File: src/common/tag_fifo_pkg.sv
// constants and carriers for the tag fifo, interrupt and command unit
`default_nettype none
package tag_fifo_pkg;
	localparam int FIFO_DEPTH      = 32;
	localparam int WL_TX_LEVEL     = FIFO_DEPTH / 4;
	localparam int WL_RX_LEVEL     = (FIFO_DEPTH * 3) / 4;
	localparam int TXCNT_WIDTH     = 9;
	// serial frame mode bits
	localparam logic [1:0] MODE_REG_READ = 2'h1;
	localparam logic [1:0] MODE_FIFO     = 2'h2;
	localparam logic [1:0] MODE_COMMAND  = 2'h3;
	localparam logic [5:0] CODE_LOAD     = 6'h00;
	localparam logic [5:0] CODE_READ     = 6'h3f;
	// direct command codes (six low bits of the command byte)
	localparam logic [5:0] CMD_DEFAULT_A = 6'h02;
	localparam logic [5:0] CMD_DEFAULT_B = 6'h03;
	localparam logic [5:0] CMD_CLEAR_A   = 6'h04;
	localparam logic [5:0] CMD_CLEAR_B   = 6'h05;
	localparam logic [5:0] CMD_TRANSMIT  = 6'h08;
	localparam logic [5:0] CMD_HALT      = 6'h10;
	// readable register addresses
	localparam logic [5:0] ADDR_MAIN_IRQ = 6'h0a;
	localparam logic [5:0] ADDR_AUX_IRQ  = 6'h0b;
	localparam logic [5:0] ADDR_FIFO_ST1 = 6'h0c;
	localparam logic [5:0] ADDR_FIFO_ST2 = 6'h0d;
	// main interrupt bit positions
	localparam int MAIN_WATER      = 7;
	localparam int MAIN_RX_END     = 6;
	localparam int MAIN_TX_END     = 5;
	localparam int MAIN_FIFO_ERR   = 4;
	localparam int MAIN_EXT_LSB    = 1;
	localparam int MAIN_AUX_PTR    = 0;
	// auxiliary interrupt bit positions
	localparam int AUX_PARITY      = 0;
	localparam int AUX_TX_REJECT   = 1;
	localparam int AUX_EXT_LSB     = 2;
	// second fifo status register bit positions
	localparam int ST2_OVERFLOW    = 1;
	localparam int ST2_UNDERFLOW   = 0;
	// tag logic protocol modes
	localparam logic [1:0] PROT_LEVEL4   = 2'h0;
	localparam logic [1:0] PROT_LEVEL3   = 2'h1;
	localparam logic [7:0] IRQ_RESET     = 8'h00;

	typedef struct packed {
		logic [1:0] prot_mode;
		logic       rx_bitstream;
		logic       tx_bitstream;
	} mode_cfg_s;

	typedef struct packed {
		logic sclk;
		logic ss_n;
		logic mosi;
	} spi_in_s;

	typedef struct packed {
		logic bit_valid;
		logic bit_value;
		logic frame_end;
	} rx_air_s;
endpackage : tag_fifo_pkg
`default_nettype wire

File: src/core/tag_fifo_irq_command_unit.sv
// host-facing fifo, interrupt registers, air bit mapping and direct commands
`default_nettype none
module tag_fifo_irq_command_unit
	import tag_fifo_pkg::*;
#(
	parameter int DEPTH = FIFO_DEPTH,
	parameter int TXW   = TXCNT_WIDTH
) (
	// clock and reset
	input  wire logic            ref_clk_i,
	input  wire logic            reset_i,
	// serial host pins
	input  wire spi_in_s         spi_i,
	output logic                 miso_o,
	output logic                 miso_oe_o,
	output logic                 irq_o,
	// configuration and field state
	input  wire mode_cfg_s       mode_i,
	input  wire logic            field_present_threshold_i,
	input  wire logic            level4_active_i,
	input  wire logic [TXW-1:0]  tx_byte_count_i,
	input  wire logic [7:0]      mask_main_i,
	input  wire logic [7:0]      mask_aux_i,
	input  wire logic [2:0]      ext_main_event_i,
	input  wire logic [5:0]      ext_aux_event_i,
	// receive air bits
	input  wire rx_air_s         rx_i,
	// transmit air bits
	input  wire logic            tx_bit_req_i,
	output logic                 tx_bit_o,
	output logic                 tx_last_o,
	output logic                 tx_active_o,
	// command pulses and status
	output logic                 set_default_o,
	output logic                 clear_o,
	output logic                 tx_start_o,
	output logic                 halt_tag_command_o,
	output logic [5:0]           fifo_count_o,
	output logic                 fifo_overflow_o,
	output logic                 fifo_underflow_o
);
	localparam int PW = $clog2(DEPTH);
	localparam int CW = PW + 1;
	localparam logic [CW-1:0] DEPTH_C = CW'(DEPTH);
	localparam logic [CW-1:0] WL_TX_C = CW'(WL_TX_LEVEL);
	localparam logic [CW-1:0] WL_RX_C = CW'(WL_RX_LEVEL);

	typedef enum logic [2:0] {F_HEAD, F_LOAD, F_READ, F_REG, F_DONE} frame_e;

	typedef struct packed {
		logic [2:0]                 sclk_s;
		logic [2:0]                 ss_s;
		logic [2:0]                 mosi_s;
		logic                       sclk_f;
		logic                       ss_f;
		logic                       mosi_f;
		frame_e                     frame;
		logic [2:0]                 bit_cnt;
		logic [6:0]                 sh_in;
		logic [7:0]                 sh_out;
		logic                       miso;
		logic                       miso_oe;
		logic [DEPTH-1:0][7:0]      mem;
		logic [PW-1:0]              wr_ptr;
		logic [PW-1:0]              rd_ptr;
		logic [CW-1:0]              count;
		logic                       ovf;
		logic                       unf;
		logic                       wl_prev;
		logic [7:0]                 main_irq;
		logic [7:0]                 aux_irq;
		logic                       irq;
		logic                       rx_active;
		logic [3:0]                 rx_idx;
		logic [7:0]                 rx_byte;
		logic                       tx_active;
		logic [3:0]                 tx_idx;
		logic [7:0]                 tx_byte;
		logic [TXW-1:0]             tx_left;
		logic                       tx_bit;
		logic                       tx_last;
		logic                       set_default;
		logic                       clear;
		logic                       tx_start;
		logic                       halt;
	} state_s;

	localparam state_s RESET_STATE = '{ss_s: 3'h7, ss_f: 1'b1, frame: F_HEAD,
		main_irq: IRQ_RESET, aux_irq: IRQ_RESET, default: '0};

	state_s q;
	state_s d;

	logic       sclk_n;
	logic       ss_n_n;
	logic       mosi_n;
	logic       fall;
	logic       rise;
	logic [7:0] byte_in;
	logic       push;
	logic [7:0] push_data;
	logic       pop;
	logic [7:0] pop_data;
	logic       spi_pop;
	logic       tx_pop;
	logic       rx_push;
	logic [7:0] rx_nb;
	logic [7:0] cur_tx;
	logic [3:0] nbits;
	logic [7:0] ev_main;
	logic [7:0] ev_aux;
	logic       rd_main;
	logic       rd_aux;
	logic       do_default;
	logic       do_clear;
	logic       fifo_op;
	logic       wl_side;
	logic [CW-1:0] cnt_next;

	always_comb begin
		d          = q;
		ev_main    = '0;
		ev_aux     = '0;
		rd_main    = 1'b0;
		rd_aux     = 1'b0;
		do_default = 1'b0;
		do_clear   = 1'b0;
		push       = 1'b0;
		push_data  = '0;
		spi_pop    = 1'b0;
		tx_pop     = 1'b0;
		rx_push    = 1'b0;
		rx_nb      = '0;
		cur_tx     = '0;
		byte_in    = '0;
		d.set_default = 1'b0;
		d.clear       = 1'b0;
		d.tx_start    = 1'b0;
		d.halt        = 1'b0;
		pop_data   = (q.count == '0) ? 8'h00 : q.mem[q.rd_ptr];
		// pin synchronisers, change accepted when stages two and three agree
		d.sclk_s = {q.sclk_s[1:0], spi_i.sclk};
		d.ss_s   = {q.ss_s[1:0], spi_i.ss_n};
		d.mosi_s = {q.mosi_s[1:0], spi_i.mosi};
		sclk_n = (q.sclk_s[1] == q.sclk_s[2]) ? q.sclk_s[2] : q.sclk_f;
		ss_n_n = (q.ss_s[1] == q.ss_s[2]) ? q.ss_s[2] : q.ss_f;
		mosi_n = (q.mosi_s[1] == q.mosi_s[2]) ? q.mosi_s[2] : q.mosi_f;
		d.sclk_f = sclk_n;
		d.ss_f   = ss_n_n;
		d.mosi_f = mosi_n;
		fall = q.sclk_f & ~sclk_n & ~ss_n_n;
		rise = ~q.sclk_f & sclk_n & ~ss_n_n;
		if (ss_n_n) begin
			d.frame   = F_HEAD;
			d.bit_cnt = '0;
			d.miso_oe = 1'b0;
			d.miso    = 1'b0;
		end
		// serial frame decode, input sampled on the clock fall
		if (fall) begin
			byte_in   = {q.sh_in, mosi_n};
			d.sh_in   = byte_in[6:0];
			d.bit_cnt = q.bit_cnt + 3'h1;
			if (q.bit_cnt == 3'h7) begin
				d.sh_out = 8'h00;
				unique case (q.frame)
					F_HEAD: begin
						if (byte_in[7:6] == MODE_FIFO && byte_in[5:0] == CODE_LOAD) begin
							d.frame = F_LOAD;
						end else if (byte_in[7:6] == MODE_FIFO &&
							byte_in[5:0] == CODE_READ) begin
							d.frame  = F_READ;
							spi_pop  = 1'b1;
							d.sh_out = pop_data;
						end else if (byte_in[7:6] == MODE_REG_READ) begin
							d.frame = F_REG;
							unique case (byte_in[5:0])
								ADDR_MAIN_IRQ: begin
									d.sh_out = q.main_irq;
									rd_main  = 1'b1;
								end
								ADDR_AUX_IRQ: begin
									d.sh_out = q.aux_irq;
									rd_aux   = 1'b1;
								end
								ADDR_FIFO_ST1: d.sh_out = 8'(q.count);
								ADDR_FIFO_ST2: d.sh_out = {6'h00, q.ovf, q.unf};
								default: d.sh_out = 8'h00;
							endcase
						end else if (byte_in[7:6] == MODE_COMMAND) begin
							d.frame = F_DONE;
							unique case (byte_in[5:0])
								CMD_DEFAULT_A, CMD_DEFAULT_B: do_default = 1'b1;
								CMD_CLEAR_A, CMD_CLEAR_B: do_clear = 1'b1;
								CMD_TRANSMIT: begin
									if (field_present_threshold_i && (level4_active_i ||
										mode_i.prot_mode[1])) begin
										d.tx_start  = 1'b1;
										d.tx_active = 1'b1;
										d.tx_idx    = '0;
										d.tx_left   = tx_byte_count_i;
									end else begin
										ev_aux[AUX_TX_REJECT] = 1'b1;
									end
								end
								CMD_HALT: begin
									d.halt = field_present_threshold_i &&
										!mode_i.prot_mode[1];
								end
								default: d.frame = F_DONE;
							endcase
						end else begin
							d.frame = F_DONE;
						end
					end
					F_LOAD: begin
						push      = 1'b1;
						push_data = byte_in;
					end
					F_READ: begin
						spi_pop  = 1'b1;
						d.sh_out = pop_data;
					end
					F_REG, F_DONE: d.frame = q.frame;
				endcase
			end
		end
		// read data leaves msb first on the clock rise
		if (rise && (q.frame == F_READ || q.frame == F_REG)) begin
			d.miso    = q.sh_out[7];
			d.sh_out  = {q.sh_out[6:0], 1'b0};
			d.miso_oe = 1'b1;
		end
		// receive bit assembly
		if (rx_i.bit_valid) begin
			d.rx_active = 1'b1;
			rx_nb = (q.rx_idx == '0) ? 8'h00 : q.rx_byte;
			if (mode_i.rx_bitstream) begin
				rx_nb[3'(7 - q.rx_idx)] = rx_i.bit_value;
				d.rx_idx = (q.rx_idx == 4'h7) ? 4'h0 : q.rx_idx + 4'h1;
				rx_push  = (q.rx_idx == 4'h7);
			end else if (q.rx_idx == 4'h8) begin
				d.rx_idx = '0;
				rx_push  = 1'b1;
				ev_aux[AUX_PARITY] = ~(^{q.rx_byte, rx_i.bit_value});
				rx_nb = q.rx_byte;
			end else begin
				rx_nb[q.rx_idx[2:0]] = rx_i.bit_value;
				d.rx_idx = q.rx_idx + 4'h1;
			end
			d.rx_byte = rx_nb;
		end
		if (rx_i.frame_end) begin
			d.rx_active = 1'b0;
			d.rx_idx    = '0;
			ev_main[MAIN_RX_END] = 1'b1;
			if (mode_i.rx_bitstream && q.rx_idx != '0 && !rx_i.bit_valid) begin
				rx_push = 1'b1;
				rx_nb   = q.rx_byte;
			end
		end
		if (rx_push) begin
			push      = 1'b1;
			push_data = rx_nb;
		end
		// transmit bit source
		nbits  = mode_i.tx_bitstream ? 4'h8 : 4'h9;
		cur_tx = (q.tx_idx == '0) ? pop_data : q.tx_byte;
		if (tx_bit_req_i && q.tx_active) begin
			tx_pop    = (q.tx_idx == '0);
			d.tx_byte = cur_tx;
			if (mode_i.tx_bitstream) begin
				d.tx_bit = cur_tx[3'(7 - q.tx_idx)];
			end else if (q.tx_idx == 4'h8) begin
				d.tx_bit = ~(^cur_tx);
			end else begin
				d.tx_bit = cur_tx[q.tx_idx[2:0]];
			end
			d.tx_last = 1'b0;
			d.tx_idx  = q.tx_idx + 4'h1;
			if (q.tx_idx == nbits - 4'h1) begin
				d.tx_idx  = '0;
				d.tx_left = q.tx_left - TXW'(1);
				if (q.tx_left <= TXW'(1)) begin
					d.tx_last = 1'b1;
					d.tx_active = 1'b0;
					ev_main[MAIN_TX_END] = 1'b1;
				end
			end
		end
		// fifo storage, one push and one pop per cycle; transmit and host read share the pop
		pop = tx_pop | spi_pop;
		cnt_next = q.count;
		if (push) begin
			if (q.count == DEPTH_C && !pop) begin
				d.ovf = 1'b1;
				ev_main[MAIN_FIFO_ERR] = 1'b1;
			end else begin
				d.mem[q.wr_ptr] = push_data;
				d.wr_ptr = q.wr_ptr + PW'(1);
				cnt_next = cnt_next + CW'(1);
			end
		end
		if (pop) begin
			if (q.count == '0) begin
				d.unf = 1'b1;
				ev_main[MAIN_FIFO_ERR] = 1'b1;
			end else begin
				d.rd_ptr = q.rd_ptr + PW'(1);
				cnt_next = cnt_next - CW'(1);
			end
		end
		d.count = cnt_next;
		// water level, frozen while the host streams the fifo
		fifo_op = ~ss_n_n & (q.frame == F_LOAD || q.frame == F_READ);
		wl_side = (q.tx_active && cnt_next < WL_TX_C) ||
			(q.rx_active && cnt_next >= WL_RX_C);
		if (!fifo_op) begin
			ev_main[MAIN_WATER] = wl_side & ~q.wl_prev;
			d.wl_prev = wl_side;
		end
		ev_main[MAIN_EXT_LSB +: 3] = ext_main_event_i;
		ev_aux[7:AUX_EXT_LSB]     = ext_aux_event_i;
		ev_aux = ev_aux & ~mask_aux_i;
		ev_main[MAIN_AUX_PTR] = |ev_aux;
		// clear on read, main keeps its aux pointer bit until aux is read; a same-cycle event still sets its bit
		if (rd_main) begin
			d.main_irq = q.main_irq & 8'h01;
		end
		if (rd_aux) begin
			d.aux_irq = 8'h00;
			d.main_irq[MAIN_AUX_PTR] = 1'b0;
		end
		d.main_irq = d.main_irq | ev_main;
		d.aux_irq  = d.aux_irq | ev_aux;
		if (do_clear) begin
			d.clear     = 1'b1;
			d.wr_ptr    = '0;
			d.rd_ptr    = '0;
			d.count     = '0;
			d.ovf       = 1'b0;
			d.unf       = 1'b0;
			d.wl_prev   = 1'b0;
			d.tx_active = 1'b0;
			d.tx_idx    = '0;
			d.rx_active = 1'b0;
			d.rx_idx    = '0;
		end
		if (do_default) begin
			d             = RESET_STATE;
			d.sclk_s      = {q.sclk_s[1:0], spi_i.sclk};
			d.ss_s        = {q.ss_s[1:0], spi_i.ss_n};
			d.mosi_s      = {q.mosi_s[1:0], spi_i.mosi};
			d.sclk_f      = sclk_n;
			d.ss_f        = ss_n_n;
			d.mosi_f      = mosi_n;
			d.frame       = F_DONE;
			d.bit_cnt     = q.bit_cnt + 3'h1;
			d.set_default = 1'b1;
		end
		d.irq = |(d.main_irq & ~mask_main_i);
	end

	always_ff @(posedge ref_clk_i or posedge reset_i) begin
		if (reset_i) begin
			q <= RESET_STATE;
		end else begin
			q <= d;
		end
	end

	assign miso_o             = q.miso;
	assign miso_oe_o          = q.miso_oe;
	assign irq_o              = q.irq;
	assign tx_bit_o           = q.tx_bit;
	assign tx_last_o          = q.tx_last;
	assign tx_active_o        = q.tx_active;
	assign set_default_o      = q.set_default;
	assign clear_o            = q.clear;
	assign tx_start_o         = q.tx_start;
	assign halt_tag_command_o = q.halt;
	assign fifo_count_o       = 6'(q.count);
	assign fifo_overflow_o    = q.ovf;
	assign fifo_underflow_o   = q.unf;
endmodule : tag_fifo_irq_command_unit
`default_nettype wire

File: config.mk
export PLATFORM = sky130hd
export DESIGN_NAME = tag_fifo_irq_command_unit
export DESIGN_NICKNAME = d
export VERILOG_FILES = /design/src/common/tag_fifo_pkg.sv /design/src/core/tag_fifo_irq_command_unit.sv
export SDC_FILE = /design/constraint.sdc
export NUM_CORES = 1
export LEC_CHECK = 0
export ABC_AREA = 0
export BUFFER_PORTS_ARGS = -buffer_cell sky130_fd_sc_hd__clkbuf_2
export CORE_ASPECT_RATIO = 1.75
export CORE_MARGIN = 2
export CORE_UTILIZATION = 30
export CTS_CLUSTER_SIZE = 14
export DETAILED_ROUTE_END_ITERATION = 6
export PLACE_DENSITY = 0.49
export SLEW_MARGIN = 15
export SYNTH_ARGS = -nofsm -noshare
export SYNTH_HDL_FRONTEND = slang
export SYNTH_SLANG_ARGS = --single-unit
File: constraint.sdc
create_clock -name ref_clk_i -period 10.45 [get_ports ref_clk_i]
set_input_delay 0.5225 -clock ref_clk_i [delete_from_list [all_inputs] [get_ports ref_clk_i]]
set_output_delay 0.5225 -clock ref_clk_i [all_outputs]
set_load 0.05 [all_outputs]
### After elaboration in Yosys (flattened, before gate mapping)

Cells that the tools add are included.

* multiplexer cells: 171
* add/subtract/negate cells: 11
* $lt $le $gt $ge: 12
* equal/unequal tests: 35
* reductions and logical operators: 60
* shift operators: 0
* bitwise operators: 19
* multipliers: 0
* divide/modulo/power cells: 0

Operators by type and width (number)
* 261-bit two-way mux: 2
* 356-bit two-way mux: 1
* 256-bit bitwise mux: 1
* 8-bit two-way mux: 19
* 9-bit two-way mux: 11
* 1-bit two-way mux: 85
* 5-bit two-way mux: 15
* 8-bit binary-select mux with 5-bit select: 1
* 8-bit demux with 5-bit select: 1
* 8-bit case mux with 4 select lines: 1
* 4-bit nonzero test: 8
* 6-bit by 4-bit == test with 1-bit output (second input constant): 5
* 6-bit two-way mux: 5
* 24-bit two-way mux: 1
* 3-bit nonzero test: 8
* 21-bit two-way mux: 1
* 19-bit two-way mux: 1
* 8-bit bitwise AND: 2
* 8-bit bitwise mux: 2
* 3-bit by 4-bit less-than comparator with 1-bit output (second input constant): 4
* 2-bit two-way mux: 8
* 8-bit inverter: 2
* 8-bit OR: 2
* 8-bit case mux with 2 select lines: 1
* other kinds (55): 121

* output and inout bits: 18
* bits in latches: 0
* memories kept: 0
* register bits: 368
* ROM bits: 0
* word-level logic and storage cells: 374
* RAM bits: 0
* bits of input ports: 49

### Depth between registers and ports, before layout

* depth after elaboration: 26
* mapped depth: 19
* mapped depth without buffers: 15

### Least setup slack after synthesis

No wires, ideal clock.

* path type: flip-flop to flip-flop
* from: register q[23] in the netlist's numbering
* to: register q, in the netlist irq_o
* data required time: 10346 ps
* setup time: 104 ps
* arrival time: 3876 ps
* buffers on the path: 4
* slack: 6471 ps
* cell stages (with the launch flop): 20
* period minus slack after synthesis: 3979 ps
* path through: dfrtp_1 > clkbuf_1 > inv_1 > ha_1 > or3b_1 > buf_2 > o211a_1 > o21ai_1 > and2_1 > clkbuf_1 > clkbuf_1 > nor2_1 > a21oi_1 > ha_1 > nand3_1 > a21oi_2 > nor4_1 > nor4b_1 > a211oi_1 > o41ai_2

RTL lines
* from (decl): line tag_fifo_irq_command_unit.sv:91 `state_s q;`
* from (signal assigned): line tag_fifo_irq_command_unit.sv:366 `q <= RESET_STATE;`
* from (signal assigned): line tag_fifo_irq_command_unit.sv:368 `q <= d;`

==> flow_metrics.env <==
export IMPL_seq_area_um2=9221
export IMPL_hold_viol_final=0
export IMPL_max_stage_delay_ns=0.97
export IMPL_grt_usage_pct=18.55
export IMPL_dp_hpwl_mm=39.93
export IMPL_synth_cell_types=84
export IMPL_die_area_um2=64710
export IMPL_grt_max_degree=209
export IMPL_layout_drive_gt1_share_pct=13.23
export IMPL_syn_to_final_growth_pct=11.78
export IMPL_worstPathRequired_ns=10.89
export IMPL_final_cells=2674
export IMPL_postRouteAntennaNets=0
export IMPL_multi_input_area_um2=8909
export IMPL_vias=14780
export IMPL_coreArea_um2=62070
export IMPL_cts_buffers=38
export IMPL_worst_hold_path_type="in -> reg"
export IMPL_fmax_mhz=203.5
export IMPL_wirelength_mm=59.65
export IMPL_drtIter0Drc=913
export IMPL_synth_main_ff_cell="dfrtp_1"
export IMPL_final_util_pct=33.83
export IMPL_rsz0062_at_grt="false"
export IMPL_min_period_ns=4.913
export IMPL_placedCellCount=2606
export IMPL_firstDrtPassIters=7
export IMPL_rows=121
export IMPL_maxCapViolations=0
export IMPL_synth_warnings=0
export IMPL_via_per_inst=5.525
export IMPL_synth_fp_nets=1916
export IMPL_tightest_slew_ns=1.153
export IMPL_setup_violations=0
export IMPL_die_height_um=335.0
export IMPL_path_buf_inv=1
export IMPL_clockRootBuffer="clkbuf_16"
export IMPL_grt_overflow=0
export IMPL_start_util_pct=30.26
export IMPL_crit_top_cell="ha_1"
export IMPL_ir_worst_vdd_uv=105.0
export IMPL_diodes=0
export IMPL_grt_antenna_before_repair=0
export IMPL_h_tree_depth=2
export IMPL_clock_skew_ns=0.01731
export IMPL_async_flop_share_pct=100.0
export IMPL_whs_ns=0.05813
export IMPL_synth_seq_area_share_pct=49.05
export IMPL_wl_per_cell_um=22.31
export IMPL_worst_path_max_delay_cell="and2_2"
export IMPL_start_kind="flip-flop"
export IMPL_postCtsHoldBufs=0
export IMPL_grt_pass1_wl_mm=91.87
export IMPL_ios=67
export IMPL_syn_mean_instance_area_um2=10.15
export IMPL_synth_seq_cells=368
export IMPL_cts_resized=0
export IMPL_route_detailed_drc=0
export IMPL_cts_buffer_depth=3
export IMPL_cts_tree="done"
export IMPL_grt_pass1_vias=15090
export IMPL_status="finished clean"
export IMPL_final_setup_tns_ns=0
export IMPL_n_fill_cell=6310
export IMPL_cts_setup_buffers=0
export IMPL_post_synth_inst_count=1851
export IMPL_slew_violations=0
export IMPL_critPathTopFamily="simple AND/OR/NAND/NOR gates"
export IMPL_cp_max_fo=43
export IMPL_syn_cell_area_um2=18780
export IMPL_gp_congestion=0.8546
export IMPL_path_cells="inv_1 > ha_1 > or3b_1 > o211a_1 > o21ai_1 > and2_2 > nor2_1 > a21oi_1 > ha_1 > nand3_1 > a21oi_2 > nor4_1 > nor4b_1 > a211oi_1 > o41ai_2"
export IMPL_arrival_ns=5.35
export IMPL_nNetsFinal=1912
export IMPL_power_leakage_uw=0.009055
export IMPL_relSlewSlack_pct=23.12
export IMPL_clkTransAtPathRegs_ns=0.06
export IMPL_die_w_um=193.2
export IMPL_synth_edf_count=0
export IMPL_clock_sinks=368
export IMPL_path_class="reg -> reg"
export IMPL_clk_insertion_delay_late_ns=0.56
export IMPL_total_power_uw=3382
export IMPL_io_buffers=65
export IMPL_endpoint_kind="flip-flop"
export IMPL_fin_crit_sh_pct=47.02
export IMPL_power_density_nw_per_um2=161.1
==> state kept, by name, summed over array words and instances, names as in the netlist <==
register / cells
tx_bit_o: 1
clear_o: 1
fifo_overflow_o: 1
fifo_count_o: 6
tx_start_o: 1
set_default_o: 1
halt_tag_command_o: 1
miso_o: 1
irq_o: 1
tx_active_o: 1
q: 350
miso_oe_o: 1
fifo_underflow_o: 1
tx_last_o: 1
==> cell usage after synthesis (15+ instances only) <==
library cell  number  share of area, %
nor2_1           390               7.8
dfrtp_1          364                48
a22oi_1          278                11
nand2_1          120               2.4
clkbuf_1          81               1.6
a21oi_1           56               1.5
mux4_2            46               5.5
o21ai_0           35              0.93
nand3_1           32              0.85
a211oi_1          29               1.2
mux2i_1           29               1.5
inv_1             27              0.54
nor3_1            20              0.53
xnor2_1           20              0.93
mux2_2            18               1.1
nor2b_1           18              0.60
buf_1             17              0.34
buf_2             17              0.45
ha_1              16               1.1
and3_1            15              0.50
==> layer usage <==
metal,routed length [um],vias up,share of wire [%],global-route usage [%]
li1,-,6768,-,-
met1,21770,7498,37,20.12
met2,33080,414,55,35.38
met3,2209,95,3.7,1.957
met4,2582,0,4.3,8.398
met5,0,-,0,0
==> power by group <==
part | total [uW] | switching, uW | internal [uW]
clock network | 1390 | 596 | 792
registers | 1560 | 78.0 | 1480
logic | 436 | 289 | 147
==> metrics by stage <==
stage | setup WS [ns] | area, um2
6_report | 5.537 | 21000
5_1_grt | 5.101 | 21000
3_5_place_dp | 5.583 | 19760
2_1_floorplan | 4.993 | 18790
3_3_place_gp | 5.648 | 19760
4_1_cts | 5.537 | 21000
==> cell usage in the layout, fill, tap and decap left out, types with 32 or more instances in the layout <==
cell type	Yosys	final
nand3_1	32	32
clkbuf_2	0	65
nor2_1	390	390
o21ai_0	35	35
mux4_2	46	46
nand2_1	120	120
a22oi_1	278	278
clkbuf_16	0	39
a21oi_1	56	56
dfrtp_1	364	362
==> cell type report <==
type	count	area share, %
tap	799	4.761
multi-input combinational	1322	42.43
inverter	29	0.5720
sequential	368	43.92
clock buffer	62	5.583
clock inverter	6	0.3099
timing repair buffer	88	2.431
==> path summary, 6_finish.rpt <==
path | startpoint | to | slack (ns) | depth (start not counted)
worst min-delay path | spi_i[1] | q[362]$_DFF_PP1_ | 0.06 | 1
max in group asynchronous | reset_i | q[267]$_DFFE_PP0P_ | 8.14 | 4
min in group asynchronous | reset_i | q[155]$_DFFE_PP0P_ | 0.08 | 2
worst max register to register | q[23]$_DFFE_PP0P_ | irq_o$_DFF_PP0_ | 5.54 | 15
worst min register to register | q[359]$_DFF_PP0_ | q[360]$_DFF_PP0_ | 0.35 | 0
worst max-delay path | q[23]$_DFFE_PP0P_ | irq_o$_DFF_PP0_ | 5.54 | 15
==> cells by family after synthesis <==
group,synth area share [%]
mux,9.039
buf+inv,3.863
flops,49.05
xor+xnor,1.825
fa+ha+maj,1.186
simple gates,15.69
compound gates,19.34
No activity file was read; power rests on OpenSTA's default activity.
